## config.mk

```make
export PLATFORM = sky130hd
export DESIGN_NAME = bdfa_top
export DESIGN_NICKNAME = d
export VERILOG_FILES = /design/src/design/bdfa_pkg.sv /design/src/design/bdfa_top.sv /design/src/design/bdfa_filter.sv
export SDC_FILE = /design/constraint.sdc
export NUM_CORES = 1
export LEC_CHECK = 0
export BUFFER_PORTS_ARGS = -buffer_cell sky130_fd_sc_hd__buf_4
export CELL_PAD_IN_SITES_DETAIL_PLACEMENT = 1
export CELL_PAD_IN_SITES_GLOBAL_PLACEMENT = 1
export CORE_UTILIZATION = 35
export CTS_CLUSTER_SIZE = 10
export DETAILED_ROUTE_END_ITERATION = 10
export PLACE_DENSITY_LB_ADDON = 0.1
export SLEW_MARGIN = 20
export SYNTH_ARGS = -nofsm -noshare
export SYNTH_HDL_FRONTEND = slang
export SYNTH_HIERARCHICAL = 1
export SYNTH_SLANG_ARGS = --single-unit
```

## constraint.sdc

```tcl
create_clock -name aclk -period 3.6 [get_ports aclk]
set_input_delay 0.54 -clock aclk [delete_from_list [all_inputs] [get_ports aclk]]
set_output_delay 0.54 -clock aclk [all_outputs]
set_load 0.01 [all_outputs]
```

## src/design/bdfa_pkg.sv

```systemverilog
// Constants for the bridge driver fault aggregator.
// Assumes a 10 MHz aclk; all times are in ns and turned into cycle counts here.
package bdfa_pkg;

   // ------------------------------------------------------------------
   // Clock and filter times
   // ------------------------------------------------------------------
   localparam int CLK_PERIOD_NS    = 100;
   localparam int OC_FILT_NS       = 2300;   // overcurrent filter, least time
   localparam int OV_FILT_NS       = 13000;  // overvoltage filter, least time
   localparam int UVLO_FILT_NS     = 20000;  // supply lockout filter
   localparam int VREG_FILT_NS     = 10000;  // gate-supply low filter, least time
   localparam int SCOP_FILT_NS     = 1500;   // short-level open filter, least time
   localparam int RST_LOW_NS       = 1200;   // enable low time that clears latches
   localparam int OC_FILT_CYC      = (OC_FILT_NS + CLK_PERIOD_NS - 1) / CLK_PERIOD_NS;
   localparam int OV_FILT_CYC      = (OV_FILT_NS + CLK_PERIOD_NS - 1) / CLK_PERIOD_NS;
   localparam int UVLO_FILT_CYC    = (UVLO_FILT_NS + CLK_PERIOD_NS - 1) / CLK_PERIOD_NS;
   localparam int VREG_FILT_CYC    = (VREG_FILT_NS + CLK_PERIOD_NS - 1) / CLK_PERIOD_NS;
   localparam int SCOP_FILT_CYC    = (SCOP_FILT_NS + CLK_PERIOD_NS - 1) / CLK_PERIOD_NS;
   localparam int RST_LOW_CYC      = (RST_LOW_NS + CLK_PERIOD_NS - 1) / CLK_PERIOD_NS;

   localparam int CNT_W            = 9;
   localparam int NFILT            = 5;

   // Filter channel indices
   localparam int CH_OC            = 0;
   localparam int CH_OV            = 1;
   localparam int CH_UVLO          = 2;
   localparam int CH_VREG          = 3;
   localparam int CH_SCOP          = 4;

   // ------------------------------------------------------------------
   // Priority levels and modes
   // ------------------------------------------------------------------
   localparam logic [1:0] PRIO_LOCKOUT = 2'h0;
   localparam logic [1:0] PRIO_SHORT   = 2'h1;
   localparam logic [1:0] PRIO_WARN    = 2'h2;
   localparam logic [1:0] PRIO_NONE    = 2'h3;

   typedef enum logic [2:0] {
      BDFA_NORMAL,
      BDFA_WARNING,
      BDFA_VREG_ERR,
      BDFA_SHORT_ERR,
      BDFA_OPEN_ERR,
      BDFA_LOCKOUT,
      BDFA_DISABLED
   } bdfa_mode_t;

endpackage

```

## src/design/bdfa_top.sv

```systemverilog
// Fault aggregation and error-pin logic of a four-transistor bridge driver.
// Assumes comparator outcomes arrive synchronous to aclk; registers over AXI4-Lite.
//
// Notes on behaviour
// - Gate-supply low: fault low, gate-supply error mode, gates actively off.
// - Gate-supply low clears itself on recovery, no enable pulse needed.
// - Overtemperature: fault low, gates keep running, normal mode with warning.
// - Overtemperature warning clears once comparator reports below threshold minus hysteresis.
// - Overcurrent flagged only after input held high for the filter time.
// - Overcurrent pulls fault low, gates stay on, warning only.
// - Overcurrent drops when signal falls or current commutates to high side.
// - Lockout or sleep: passive clamp while supply sense high, never drive on.
// - Enable low for minimum time clears latches; fault stays low meanwhile.
// - Fault releases high on next enable rising edge if nothing pending.
// - Short circuit stays latched, gates off, until an enable reset pulse.
// - Lockout switches gates, pump, regulator off; self clears, restarts with enable.
// - Supply lockout has priority level zero, the highest.
// - Short circuit and short-level open share priority level one.
// - Gate-supply low, overvoltage, overtemperature, overcurrent share level two.
// - Overvoltage held for its filter time: fault low, warning, self clearing.
// - Short-circuit detect latches the error at once, unfiltered, and switches all gates off.
// - Short-level open: gates actively off, fault set, clears when pin closes.
`timescale 1ns/10ps
module bdfa_top
   import bdfa_pkg::*;
(
   // Clock, reset, enable
   input  wire logic        aclk,
   input  wire logic        aresetn,
   input  wire logic        clk_en,
   // Host pins
   input  wire logic        chip_enable_pin,
   output logic            fault_n,
   // Comparator outcomes
   input  wire logic        gate_supply_low_cmp,
   input  wire logic        overtemp_cmp,
   input  wire logic        overcurrent_cmp,
   input  wire logic        low_side_conducting,
   input  wire logic        overvoltage_cmp,
   input  wire logic        supply_lockout_cmp,
   input  wire logic        short_circuit_det,
   input  wire logic        short_level_open_cmp,
   input  wire logic        supply_sense_high,
   // Driver control
   output logic            gates_enable,
   output logic            passive_clamp,
   output logic            pump_enable,
   output logic            regulator_enable,
   output logic [1:0]      fault_priority,
   output logic            irq,
   // AXI4-Lite slave
   input  wire logic [7:0]  s_axi_awaddr,
   input  wire logic        s_axi_awvalid,
   output logic            s_axi_awready,
   input  wire logic [31:0] s_axi_wdata,
   input  wire logic [3:0]  s_axi_wstrb,
   input  wire logic        s_axi_wvalid,
   output logic            s_axi_wready,
   output logic [1:0]      s_axi_bresp,
   output logic            s_axi_bvalid,
   input  wire logic        s_axi_bready,
   input  wire logic [7:0]  s_axi_araddr,
   input  wire logic        s_axi_arvalid,
   output logic            s_axi_arready,
   output logic [31:0]     s_axi_rdata,
   output logic [1:0]      s_axi_rresp,
   output logic            s_axi_rvalid,
   input  wire logic        s_axi_rready
);

   // ------------------------------------------------------------------
   // Register map
   // ------------------------------------------------------------------
   localparam logic [7:0]  ADDR_STATUS  = 8'h00;
   localparam logic [7:0]  ADDR_EVENT   = 8'h04;
   localparam logic [7:0]  ADDR_MASK    = 8'h08;
   localparam logic [7:0]  ADDR_CTRL    = 8'h0c;
   localparam logic [1:0]  RESP_OKAY    = 2'h0;
   localparam logic [1:0]  RESP_SLVERR  = 2'h2;

   // One bit order for status, event, mask
   localparam int          NEV          = 7;
   localparam logic [6:0]  MASK_RESET   = 7'h00;

   // Enable-low counter, stops at the limit
   localparam int          RST_W        = 4;
   localparam logic [RST_W-1:0] RST_ONE = RST_W'(1);
   localparam logic [RST_W-1:0] RST_LIM = RST_W'(RST_LOW_CYC);

   // Event bits: 0 oc, 1 ov, 2 lockout, 3 vreg, 4 open, 5 short, 6 overtemp
   typedef struct packed {
      bdfa_mode_t       mode;
      logic             short_lat;
      logic             lockout_lat;
      logic             ena_prev;
      logic [RST_W-1:0] low_cnt;
      logic             cleared;
      logic             fault_n;
      logic             gates;
      logic [1:0]       prio;
      logic [NEV-1:0]   events;
      logic [NEV-1:0]   mask;
      logic             sw_force_off;
      logic             aw_done;
      logic             w_done;
      logic [7:0]       awaddr;
      logic [31:0]      wdata;
      logic             bvalid;
      logic [1:0]       bresp;
      logic             rvalid;
      logic [31:0]      rdata;
      logic [1:0]       rresp;
   } bdfa_state_t;

   bdfa_state_t      st_q;
   bdfa_state_t      st_d;
   logic [NFILT-1:0] raw;
   logic [NFILT-1:0] filt;
   logic [NEV-1:0]   cond;
   logic             oc_now;
   logic             wr_fire;

   // ------------------------------------------------------------------
   // Comparator filters
   // ------------------------------------------------------------------
   assign raw[CH_OC]   = overcurrent_cmp & low_side_conducting;
   assign raw[CH_OV]   = overvoltage_cmp;
   assign raw[CH_UVLO] = supply_lockout_cmp;
   assign raw[CH_VREG] = gate_supply_low_cmp;
   assign raw[CH_SCOP] = short_level_open_cmp;

   generate
      for (genvar i = 0; i < NFILT; i++) begin : g_filt
         localparam int FC = (i == CH_OC)   ? OC_FILT_CYC   :
                             (i == CH_OV)   ? OV_FILT_CYC   :
                             (i == CH_UVLO) ? UVLO_FILT_CYC :
                             (i == CH_VREG) ? VREG_FILT_CYC : SCOP_FILT_CYC;
         bdfa_filter #(.FILT_CYC(FC)) u_filt (
            .aclk     (aclk),
            .aresetn  (aresetn),
            .clk_en   (clk_en),
            .raw_in   (raw[i]),
            .filt_out (filt[i])
         );
      end
   endgenerate

   // Overcurrent falls as soon as the raw path falls, filter only delays the rise
   assign oc_now = filt[CH_OC] & raw[CH_OC];

   // Commit only once both halves are held
   assign wr_fire = st_q.aw_done & st_q.w_done & ~st_q.bvalid;

   // ------------------------------------------------------------------
   // Next-state logic
   // ------------------------------------------------------------------
   always_comb begin
      logic any_err;
      logic ena_rise;
      logic [NEV-1:0] clr;
      any_err  = 1'b0;
      ena_rise = 1'b0;
      clr      = '0;
      st_d     = st_q;

      // Enable low phase: count, then clear latched errors
      ena_rise = chip_enable_pin & ~st_q.ena_prev;
      st_d.ena_prev = chip_enable_pin;
      if (!chip_enable_pin) begin
         if (st_q.low_cnt < RST_LIM) begin
            st_d.low_cnt = st_q.low_cnt + RST_ONE;
         end else begin
            st_d.short_lat   = 1'b0;
            st_d.lockout_lat = 1'b0;
            st_d.cleared     = 1'b1;
         end
      end else begin
         st_d.low_cnt = '0;
      end

      // Short latch persists until an enable reset pulse
      if (short_circuit_det) begin
         st_d.short_lat = 1'b1;
      end
      // Lockout remembered so restart waits for enable high
      if (filt[CH_UVLO]) begin
         st_d.lockout_lat = 1'b1;
      end else if (chip_enable_pin) begin
         st_d.lockout_lat = 1'b0;
      end

      // Live conditions, one per event bit
      cond[0] = oc_now;
      cond[1] = filt[CH_OV];
      cond[2] = filt[CH_UVLO] | st_q.lockout_lat;
      cond[3] = filt[CH_VREG];
      cond[4] = filt[CH_SCOP];
      cond[5] = st_q.short_lat;
      cond[6] = overtemp_cmp;
      any_err = |cond;

      // Mode and priority, level zero first
      if (cond[2]) begin
         st_d.mode = BDFA_LOCKOUT;
         st_d.prio = PRIO_LOCKOUT;
      end else if (cond[5]) begin
         st_d.mode = BDFA_SHORT_ERR;
         st_d.prio = PRIO_SHORT;
      end else if (cond[4]) begin
         st_d.mode = BDFA_OPEN_ERR;
         st_d.prio = PRIO_SHORT;
      end else if (cond[3]) begin
         st_d.mode = BDFA_VREG_ERR;
         st_d.prio = PRIO_WARN;
      end else if (cond[0] | cond[1] | cond[6]) begin
         st_d.mode = BDFA_WARNING;
         st_d.prio = PRIO_WARN;
      end else if (!chip_enable_pin) begin
         st_d.mode = BDFA_DISABLED;
         st_d.prio = PRIO_NONE;
      end else begin
         st_d.mode = BDFA_NORMAL;
         st_d.prio = PRIO_NONE;
      end

      // Gates run only in normal or warning mode
      case (st_d.mode)
         // Enable low is sleep: gates stay off
         BDFA_NORMAL, BDFA_WARNING: begin
            st_d.gates = ~st_q.sw_force_off & chip_enable_pin;
         end
         default:                   st_d.gates = 1'b0;
      endcase

      // Fault pin: low while any condition, during enable low, or until rising edge
      if (any_err || !chip_enable_pin) begin
         st_d.fault_n = 1'b0;
      end else if (st_q.cleared) begin
         if (ena_rise) begin
            st_d.fault_n = 1'b1;
            st_d.cleared = 1'b0;
         end
      end else begin
         st_d.fault_n = 1'b1;
      end

      // ----------------------------------------------------------------
      // AXI4-Lite slave
      // ----------------------------------------------------------------
      // Address and data may come in either order
      if (s_axi_awvalid && !st_q.aw_done) begin
         st_d.aw_done = 1'b1;
         st_d.awaddr  = s_axi_awaddr;
      end
      if (s_axi_wvalid && !st_q.w_done) begin
         st_d.w_done = 1'b1;
         st_d.wdata  = s_axi_wdata;
      end
      if (wr_fire) begin
         st_d.aw_done = 1'b0;
         st_d.w_done  = 1'b0;
         st_d.bvalid  = 1'b1;
         st_d.bresp   = RESP_OKAY;
         if (st_q.awaddr == ADDR_EVENT) begin
            clr = st_q.wdata[NEV-1:0];
         end else if (st_q.awaddr == ADDR_MASK) begin
            st_d.mask = st_q.wdata[NEV-1:0];
         end else if (st_q.awaddr == ADDR_CTRL) begin
            st_d.sw_force_off = st_q.wdata[0];
         end else if (st_q.awaddr != ADDR_STATUS) begin
            st_d.bresp = RESP_SLVERR;
         end
      end else if (st_q.bvalid && s_axi_bready) begin
         st_d.bvalid = 1'b0;
      end
      // Set beats clear when both land in one cycle
      st_d.events = (st_q.events & ~clr) | cond;

      // Read data holds until it is taken
      if (st_q.rvalid) begin
         if (s_axi_rready) begin
            st_d.rvalid = 1'b0;
         end
      end else if (s_axi_arvalid) begin
         st_d.rvalid = 1'b1;
         st_d.rresp  = RESP_OKAY;
         st_d.rdata  = '0;
         if (s_axi_araddr == ADDR_STATUS) begin
            // Status shows live conditions
            st_d.rdata = {17'h0, st_q.mode, 1'b0, st_q.prio, ~st_q.fault_n,
                          st_q.gates, cond};
         end else if (s_axi_araddr == ADDR_EVENT) begin
            st_d.rdata = {25'h0, st_q.events};
         end else if (s_axi_araddr == ADDR_MASK) begin
            st_d.rdata = {25'h0, st_q.mask};
         end else if (s_axi_araddr == ADDR_CTRL) begin
            st_d.rdata = {31'h0, st_q.sw_force_off};
         end else begin
            st_d.rresp = RESP_SLVERR;
         end
      end
   end

   // ------------------------------------------------------------------
   // State register
   // ------------------------------------------------------------------
   always_ff @(posedge aclk) begin
      if (!aresetn) begin
         // Fault low, mode disabled
         st_q         <= '0;
         st_q.mode    <= BDFA_DISABLED;
         st_q.prio    <= PRIO_NONE;
         st_q.mask    <= MASK_RESET;
      end else if (clk_en) begin
         st_q <= st_d;
      end
   end

   // ------------------------------------------------------------------
   // Outputs
   // ------------------------------------------------------------------
   assign fault_n          = st_q.fault_n;
   assign gates_enable     = st_q.gates;
   // Clamp is passive: only while lockout/sleep and the supply can hold it
   assign passive_clamp    = (st_q.mode == BDFA_LOCKOUT || st_q.mode == BDFA_DISABLED)
                             & supply_sense_high;
   assign pump_enable      = (st_q.mode != BDFA_LOCKOUT) & chip_enable_pin;
   assign regulator_enable = (st_q.mode != BDFA_LOCKOUT);
   assign fault_priority   = st_q.prio;
   // Level output, drops on clear or mask
   assign irq              = |(st_q.events & st_q.mask);
   assign s_axi_awready    = ~st_q.aw_done;
   assign s_axi_wready     = ~st_q.w_done;
   assign s_axi_bvalid     = st_q.bvalid;
   assign s_axi_bresp      = st_q.bresp;
   assign s_axi_arready    = ~st_q.rvalid;
   assign s_axi_rvalid     = st_q.rvalid;
   assign s_axi_rdata      = st_q.rdata;
   assign s_axi_rresp      = st_q.rresp;

endmodule // bdfa_top

```

## src/design/bdfa_filter.sv

```systemverilog
// Digital persistence filter: output rises after the input stayed high
// for FILT_CYC cycles and falls on the first enabled edge after the input drops.
// Assumes a synchronous input and the shared clock enable.
`timescale 1ns/10ps
module bdfa_filter
   import bdfa_pkg::*;
#(
   parameter int FILT_CYC = 1
) (
   // Clock and reset
   input  wire logic aclk,
   input  wire logic aresetn,
   input  wire logic clk_en,
   // Comparator in, filtered out
   input  wire logic raw_in,
   output logic      filt_out
);

   typedef struct packed {
      logic [CNT_W-1:0] cnt;
      logic             hit;
   } bdfa_filt_st_t;

   localparam logic [CNT_W-1:0] LIMIT = CNT_W'(FILT_CYC - 1);

   bdfa_filt_st_t st_q;
   bdfa_filt_st_t st_d;

   always_comb begin
      st_d = st_q;
      if (!raw_in) begin
         st_d.cnt = '0;
         st_d.hit = 1'b0;
      end else if (st_q.cnt >= LIMIT) begin
         st_d.hit = 1'b1;
      end else begin
         st_d.cnt = st_q.cnt + CNT_W'(1);
      end
   end

   always_ff @(posedge aclk) begin
      if (!aresetn) begin
         st_q <= '0;
      end else if (clk_en) begin
         st_q <= st_d;
      end
   end

   assign filt_out = st_q.hit;

endmodule // bdfa_filter

```

==> results of run 1 <==
## per-layer routing
layer	wire length [µm]	global-route usage, %
met5	0	0
met4	102	6.793
met3	644	5.441
met2	6751	30.81
met1	6709	23.78
## kinds of logic (layout without fill, tap and decap cells)
kind of cell / count (synthesis) / count (layout) / share of synthesized area, %
xor+xnor: 1 / 1 / 0.1609
flops: 115 / 115 / 42.29
mux: 23 / 23 / 4.229
other cells: 1 / 20 / 0.06888
compound gates: 166 / 166 / 20.43
simple gates: 223 / 223 / 21.97
buf+inv: 85 / 132 / 8.780
fa+ha+maj: 9 / 9 / 2.069
## cell usage in the layout, fill, tap and decap left out, types with 4 or more instances in the layout
| cell type | Yosys | routed |
|---|---|---|
| nor2b_1 | 6 | 6 |
| a22o_1 | 14 | 14 |
| nand2b_1 | 9 | 9 |
| inv_1 | 28 | 28 |
| a31oi_1 | 12 | 12 |
| a311oi_1 | 5 | 5 |
| clkbuf_16 | 0 | 17 |
| mux2i_1 | 23 | 23 |
| and2_1 | 7 | 7 |
| a211oi_1 | 6 | 6 |
| buf_4 | 39 | 72 |
| nand2_1 | 57 | 57 |
| and3_1 | 10 | 10 |
| conb_1 | 1 | 20 |
| nand4_1 | 5 | 5 |
| o21ai_0 | 39 | 39 |
| nor2_1 | 52 | 52 |
| nand3_1 | 24 | 24 |
| o211ai_1 | 5 | 5 |
| a21boi_0 | 5 | 5 |
| a41oi_1 | 4 | 4 |
| nor3_1 | 7 | 7 |
| and4_1 | 4 | 4 |
| a21oi_1 | 34 | 34 |
| nor4_1 | 8 | 8 |
| ha_1 | 9 | 9 |
| bufinv_16 | 0 | 5 |
| or3_1 | 6 | 6 |
| dfxtp_1 | 115 | 115 |
| clkinv_2 | 0 | 6 |
## worst max path at each step
stage	startpoint	end	slack (ns)
after floorplan	g_filt[4].u_filt/st_q[6]	g_filt[4].u_filt/st_q[3]	1.67
after global placement	clk_en	s_axi_rdata[14]	1.33
after detailed placement	aresetn	s_axi_rdata[8]	1.25
after CTS	g_filt[4].u_filt/st_q[1]	g_filt[4].u_filt/st_q[3]	1.52
after global routing	g_filt[4].u_filt/st_q[1]	g_filt[4].u_filt/st_q[3]	1.40
final	g_filt[4].u_filt/st_q[1]	g_filt[4].u_filt/st_q[3]	1.55
## registers in the layout, summed over array words and instances (netlist names)
| name | flops |
|---|---|
| cond | 1 |
| fault_n | 1 |
| fault_priority | 2 |
| g_filt.u_filt/filt_out | 5 |
| g_filt.u_filt/st_q | 45 |
| gates_enable | 1 |
| s_axi_bresp | 1 |
| s_axi_bvalid | 1 |
| s_axi_rdata | 14 |
| s_axi_rresp | 1 |
| s_axi_rvalid | 1 |
| st_q | 42 |
## power groups by stage
stage	sequential, mW	combinational [mW]	clock (mW)
2_1_floorplan	1.34	0.148	0
3_3_place_gp	1.35	0.216	0
3_5_place_dp	1.35	0.222	0
4_1_cts	1.33	0.224	1.91
5_1_grt	1.33	0.247	1.97
6_report	1.33	0.221	1.86
## critical path, stage by stage (launching register included)
cell      delay (ns)
dfxtp_1         0.37
inv_1           0.07
ha_1            0.21
o211ai_1        0.26
or4b_4          0.52
or3b_1          0.39
a21oi_1         0.15
## area by class of cell
type	instances	share of cell area, %
sequential	115	35.05
clock buffer	21	7.162
multi-input combinational	442	41.64
clock inverter	11	2.743
timing repair buffer	72	8.229
tap	188	3.581
inverter	28	1.600
==> flow_summary.ini, run 1 <==
[floorplan]
num_rows = 45
die_w_um = 126.7
dieArea_um2 = 16060
io_pins = 119
start_util_pct = 35.81
dieHeight_um = 126.7
core-area_um2 = 15200

[power]
p_per_area_nw_per_um2 = 518.9
p_sw_share_pct = 21.82
switchingPower_uw = 743.7
power_frac_clock_pct = 54.6
power_mw = 3.409
internal-power_mw = 2.665
p_leak_nw = 2.732
share_comb_of_total_power_pct = 6.5
p_seq_share_pct = 38.9
ir_worst_vdd_mv = 0.3498

[critical_path]
cp.required_ns = 3.95
r2r-start = g_filt[4].u_filt/st_q[1]
critical_path_arrival_ns = 2.40
reg2regPathDepth = 6
critPathCaptureType = register
r2r_setup_slack_ns = 1.55
crit_type = reg -> reg
r2r_end = g_filt[4].u_filt/st_q[3]
critPathMaxFanout = 4
start_kind = register

[synth]
netlist_top_cells_count = dfxtp_1, nand2_1, nor2_1, buf_4, o21ai_0
async_reset_ff_share_pct = 0
ys_seq_elements = 115
synthTopCellsByArea = dfxtp_1, buf_4, mux2i_1
synthCells = 623
synth_top_area_cell = dfxtp_1
ys.flop_type = dfxtp_1
yosysWarnings = 6
synth_most_common_cell = dfxtp_1
syn_area_um2 = 5444
avgSynthCellArea_um2 = 8.738
synth.distinct_cells = 75
synth_top_area_share_pct = 42.29
synth_edf_count = 0
seq_area_frac_synth_pct = 42.29

[run_status]
outcome = complete, no violations

[detailed_routing]
wirelength_mm = 14.21
vias = 4734
via_per_inst = 5.398
drt_iter0_drc = 180
avgRoutedWirePerCell_um = 16.20
drc = 0
first_pass_iters = 4
ant_nets = 0

[clocking]
cts_buffer_depth = 2
cts-buffers-inserted = 17
cts-root-buf = clkbuf_16
post_cts_resized = 0
clkSinkCount = 115
cts_hold_buf = 0
cts_setup_buffers = 0
cts_tree = built
path_clk_slew_ns = 0.05
clk_latency_ns = 0.42
ctsHtreeMaxLevel = 4

[final_layout]
final_util_pct = 43.21
diodes = 0
regArea_um2 = 2302
design_area_um2 = 6569
drive_above_1_share_pct = 18.00
fillers = 1785
synthToLayoutAreaGrowth_pct = 20.66
finalNetCount = 755
multi_input_area_um2 = 2735
stdcell_count = 877

[hold_path]
hp-start = s_axi_awaddr[4]
hold_end = st_q[74]
min_path_type = in -> reg
hold_path_depth = 3

[global_routing]
grt_antenna_before_repair = 0
grt_start_max_net_pins = 54
grt.total_usage_pct = 18.89
grt_pass1_vias = 4755
grt_pass1_wl_mm = 23.81
globalRoute.totalOverflow = 0

[place]
dpl.cell_count = 845
place_congestion = 0.7823
dp_hpwl_mm = 10.09
dpl_cell_area_um2 = 5918
dp_slack_ns = 1.254
io_buffers = 69

[sta]
holdWs_ns = 0.3519
setup_viol = 0
maxSlewHeadroom_pct = 30.59
fin_crit_ns = 2.050
hold_violations = 0
worst_slew_pin_slew_ns = 1.037
fin_skew_ns = 0.01581
timing.fmax_ghz = 0.4879
fin_tns_setup_ns = 0
fin_crit_sh_pct = 56.94
setup_ws_ns = 1.550
rsz0062_at_grt = false
slew_violations = 0

[flow_run]
maxCapViolations = 0
Note: power is estimated with default switching activity, not from simulation.
==> run 2: changes to the inputs <==
clock period = 2.1 ns   (was 3.6 ns; I/O delays follow)
==> run 2 against run 1 <==
Against the previous run:
- core utilization grew 0.23 points
- power up 62%
- global-route usage decreased by 0.082 points
- largest cell class unchanged
- critical endpoint unchanged
- worst setup slack got worse by 1.5 ns
- sequential share of layout area decreased by 0.17 points
- clock power up 54%
==> flow_summary.ini, run 2 (synthesized netlist as in run 1, its figures left out) <==
[run_status]
outcome = complete, no violations

[final_layout]
synthToLayoutAreaGrowth_pct = 21.31
regMostFlops = g_filt.u_filt/st_q
stdcell_count = 888
final_util_pct = 43.44
drive_above_1_share_pct = 19.43
finalNetCount = 766
diodes = 0
largest_reg_flops = 45
layout_commonest_cell = dfxtp_1
mostFrequentLayoutCells = dfxtp_1, buf_4, nand2_1

[critical_path]
critPathSlowestCell = or4_4
reg2regPathDepth = 4
r2r-start = g_filt[4].u_filt/st_q[6]
critPathMaxFanout = 4
start_kind = register
critical_path_arrival_ns = 2.37
critPathBufInv = 0
r2r_end = g_filt[4].u_filt/st_q[3]
slowest_delay_ns = 0.55
cpLargestDelayFamily = simple AND/OR/NAND/NOR gates
cp.required_ns = 2.45
worstPathCellList = or4_4 -> or4b_4 -> or3b_1 -> a21oi_1
crit_type = reg -> reg
critPathCaptureType = register
r2r_setup_slack_ns = 0.08

[global_routing]
grt.total_usage_pct = 18.81
globalRoute.totalOverflow = 0
grt_pass1_wl_mm = 23.87
grt_pass1_vias = 4792
grt_start_max_net_pins = 43
grt_antenna_before_repair = 0

[power]
p_leak_nw = 2.758
p_per_area_nw_per_um2 = 837.4
ir_worst_vdd_mv = 0.6020

[hold_path]
hold_end = st_q[75]
hold_path_depth = 3
min_path_type = in -> reg
hp-start = s_axi_awaddr[5]

[place]
dp_hpwl_mm = 10.33
io_buffers = 69
dpl.cell_count = 856
place_congestion = 0.8002

[clocking]
clkSinkCount = 115
post_cts_resized = 0
clk_latency_ns = 0.41
path_clk_slew_ns = 0.05
cts_setup_buffers = 0
cts-buffers-inserted = 17
cts_tree = built
cts-root-buf = clkbuf_16
cts_buffer_depth = 2
ctsHtreeMaxLevel = 4
cts_hold_buf = 0

[floorplan]
dieArea_um2 = 16060
io_pins = 119
dieHeight_um = 126.7
num_rows = 45
start_util_pct = 35.81
die_w_um = 126.7
core-area_um2 = 15200

[detailed_routing]
wirelength_mm = 14.35
drt_iter0_drc = 214
drc = 0
via_per_inst = 5.409
first_pass_iters = 4
avgRoutedWirePerCell_um = 16.16
vias = 4803
ant_nets = 0

[sta]
worst_slew_pin_slew_ns = 0.7509
slew_violations = 0
fin_tns_setup_ns = 0
timing.fmax_ghz = 0.4944
maxSlewHeadroom_pct = 49.83
rsz0062_at_grt = false
fin_crit_ns = 2.023
hold_violations = 0
fin_skew_ns = 0.005368
fin_crit_sh_pct = 96.32
setup_viol = 0

[flow_run]
maxCapViolations = 0
-- run 2: cell types whose count changed in the layout (fill, tap and decap cells not counted) --
| cell | delta |
|---|---|
| buf_12 | +1 |
| dfxtp_2 | +1 |
| bufinv_16 | -3 |
| buf_4 | +10 |
| clkinvlp_4 | +2 |
| dfxtp_1 | -1 |
| clkbuf_8 | +1 |
-- run 2: worst min-delay path, delay by kind of cell --
family        cells  cell delay (ns)
mux               1             0.05
buf+inv           1             0.08
simple gates      1             0.07
-- run 2: cell type report --
class                           instances  area, µm²
Tap cell                              188      235.2
Fill cell                            1782       8598
Inverter                               28      105.1
Multi-Input combinational cell        442       2735
Clock inverter                         10      105.1
Sequential cell                       115       2303
Timing Repair Buffer                   83      635.6
Clock buffer                           22      484.2
-- run 2: worst max-delay path by stage --
stage | startpoint | end | cells after the start
6_report | g_filt[4].u_filt/st_q[6] | g_filt[4].u_filt/st_q[3] | 4
5_1_grt | g_filt[4].u_filt/st_q[6] | g_filt[4].u_filt/st_q[3] | 4
4_1_cts | g_filt[4].u_filt/st_q[1] | g_filt[4].u_filt/st_q[3] | 6
3_5_place_dp | g_filt[4].u_filt/st_q[1] | g_filt[4].u_filt/st_q[3] | 6
3_3_place_gp | g_filt[4].u_filt/st_q[6] | g_filt[4].u_filt/st_q[3] | 4
2_1_floorplan | g_filt[4].u_filt/st_q[6] | g_filt[4].u_filt/st_q[3] | 4
-- run 2: through the flow --
stage	hold slack, ns	instance area (µm²)	setup slack [ns]	total power, mW
after floorplan	0.4305	5515	0.1697	2.559
after global placement	0.4615	6013	0.1103	2.702
after detailed placement	0.4644	6013	0.08651	2.716
after CTS	0.1198	6603	0.07213	5.616
after global routing	0.1379	6604	0.005254	5.766
final	0.1383	6604	0.07732	5.530
-- run 2: per-layer routing --
metal	wire (µm)	vias to the layer above	track usage [%]	part of all wire, %
li1	-	2347	-	-
met1	6700	2353	23.55	47
met2	6903	90	31.23	48
met3	539	13	4.555	3.8
met4	209	0	7.353	1.5
met5	0	-	0	0
-- run 2: report_power, final --
group | internal (mW) | switching, mW | leakage, nW
registers | 2.23 | 0.0448 | 0.933
logic | 0.167 | 0.228 | 1.53
clock network | 1.86 | 1.00 | 0.291
==> run 3: changes to the inputs <==
ABC_AREA = 1   (was unset)
==> run 3 against run 2 <==
Against the previous run:
- global-route usage up 0.67 points
- power increased by 10%
- synthesized cell count grew 33%
- die area increased by 9.5%
- clock power increased by 15%
- combinational power is 27% higher
- synthesized area rose by 9.7%
==> flow_summary.ini, run 3 <==
[final_layout]
finalNetCount = 973
fillers = 2088
diodes = 0
layout_commonest_cell = nand2_1
largest_reg_flops = 45
drive_above_1_share_pct = 19.40
synthToLayoutAreaGrowth_pct = 20.88
mostFrequentLayoutCells = nand2_1, nor2_1, dfxtp_1
regMostFlops = g_filt.u_filt/st_q
final_util_pct = 43.36

[synth]
synth_most_common_cell = nand2_1
synth_top_area_cell = dfxtp_1
ys.flop_type = dfxtp_1
synthTopCellsByArea = dfxtp_1, nand2_1, nor2_1
yosysWarnings = 6
seq_area_frac_synth_pct = 38.57
netlist_top_cells_count = nand2_1, nor2_1, dfxtp_1, inv_1, nand3_1
synth_top_area_share_pct = 38.57
avgSynthCellArea_um2 = 7.192
syn_area_um2 = 5969
synthCells = 830
synth_edf_count = 0
ys_seq_elements = 115
async_reset_ff_share_pct = 0
synth.distinct_cells = 47

[global_routing]
grt_start_max_net_pins = 41
grt_antenna_before_repair = 0
grt_pass1_vias = 5808
grt.total_usage_pct = 19.48
grt_pass1_wl_mm = 27.53
globalRoute.totalOverflow = 0

[run_status]
outcome = complete, no violations

[sta]
fin_crit_sh_pct = 79.89
setup_ws_ns = 0.4223
maxSlewHeadroom_pct = 56.48
rsz0062_at_grt = false
slew_violations = 0
worst_slew_pin_slew_ns = 0.6521
fin_skew_ns = 0.006025
fin_tns_setup_ns = 0
timing.fmax_ghz = 0.5961
fin_crit_ns = 1.678
setup_viol = 0
hold_violations = 0

[detailed_routing]
first_pass_iters = 4
wl_met3_um = 475
vias = 5502
wirelength_mm = 16.12
drt_iter0_drc = 243
via_per_inst = 4.882
drt-met1-wl_mm = 7.237
top_layer = met4
ant_nets = 0
dr_wl_met2_mm = 8.166
avgRoutedWirePerCell_um = 14.31
drc = 0

[clocking]
cts-buffers-inserted = 17
ctsHtreeMaxLevel = 4
post_cts_resized = 0
clkSinkCount = 115
cts_buffer_depth = 2
cts_tree = built
cts-root-buf = clkbuf_16
path_clk_slew_ns = 0.06
clk_latency_ns = 0.41
cts_setup_buffers = 0
cts_hold_buf = 0

[floorplan]
dieHeight_um = 132.6
io_pins = 119
core-area_um2 = 16640
die_w_um = 132.6
start_util_pct = 35.87
num_rows = 47
dieArea_um2 = 17580

[place]
dp_hpwl_mm = 11.91
io_buffers = 69
dp_slack_ns = 0.4683
place_congestion = 0.8085

[power]
internal-power_mw = 4.698
p_leak_nw = 3.211
ir_worst_vdd_mv = 0.5444
power_mw = 6.088
share_comb_of_total_power_pct = 8.2
p_seq_share_pct = 37.9
p_per_area_nw_per_um2 = 843.7
power_frac_clock_pct = 53.9
p_sw_share_pct = 22.84
switchingPower_mw = 1.391

[critical_path]
critical_path_arrival_ns = 1.36
critPathMaxFanout = 5
cp.required_ns = 1.78
crit_type = reg -> out
critPathCaptureType = output pin
start_kind = register
reg2regPathDepth = 9

[hold_path]
min_path_type = in -> reg
hold_path_depth = 3

[flow_run]
maxCapViolations = 0
-- run 3: cell families after synthesis --
| kind of cell | Yosys count | synth area share (%) |
|---|---|---|
| buffers and inverters | 144 | 12.07 |
| adder cells (fa/ha/maj) | 9 | 1.886 |
| AND/OR/NAND/NOR | 434 | 35.36 |
| AO/OA/AOI/OAI | 124 | 11.61 |
| other | 1 | 0.06282 |
| XOR/XNOR | 3 | 0.4402 |
| flip-flops | 115 | 38.57 |
-- run 3: power by group through the flow --
stage	Clock (mW)	Sequential [mW]	Combinational (mW)
final	3.28	2.31	0.500
after CTS	3.34	2.31	0.508
after global placement	0	2.35	0.492
after detailed placement	0	2.36	0.504
after floorplan	0	2.34	0.344
after global routing	3.46	2.32	0.561
-- run 3: worst max-delay path, cell delays in order, from the launching register on --
cell,delay [ns]
dfxtp_1,0.41
nand3_1,0.16
a21boi_0,0.22
buf_4,0.15
-- run 3: worst paths after layout --
path         slack [ns]                startpoint                        to
max                0.42                 st_q[107]             passive_clamp
min reg2reg        0.44  g_filt[0].u_filt/st_q[8]  g_filt[0].u_filt/st_q[8]
min                0.12           s_axi_awaddr[6]                  st_q[76]
max reg2reg        0.51  g_filt[1].u_filt/st_q[2]  g_filt[1].u_filt/st_q[8]
-- run 3: layer usage --
metal	vias to the layer above	GRT usage, %
met1	2637	22.75
met3	16	3.678
met2	76	35.23
met5	-	0
li1	2773	-
met4	0	7.088
-- run 3: cell type report --
class | instances | area, µm² | area share [%]
timing repair buffer | 78 | 598.1 | 8.289
sequential | 115 | 2302 | 31.91
inverter | 92 | 351.6 | 4.873
clock inverter | 9 | 172.7 | 2.393
multi-input combinational | 590 | 3018 | 41.82
clock buffer | 23 | 498.0 | 6.901
tap | 220 | 275.3 | 3.815
-- run 3: through the flow --
stage / cells / cell area (µm²) / hold slack [ns]
3_3_place_gp: 1095 / 6545 / 0.4227
5_1_grt: 1127 / 7216 / 0.1288
2_1_floorplan: 849 / 6041 / 0.4170
4_1_cts: 1127 / 7216 / 0.1176
3_5_place_dp: 1095 / 6545 / 0.4336
6_report: 1127 / 7216 / 0.1249
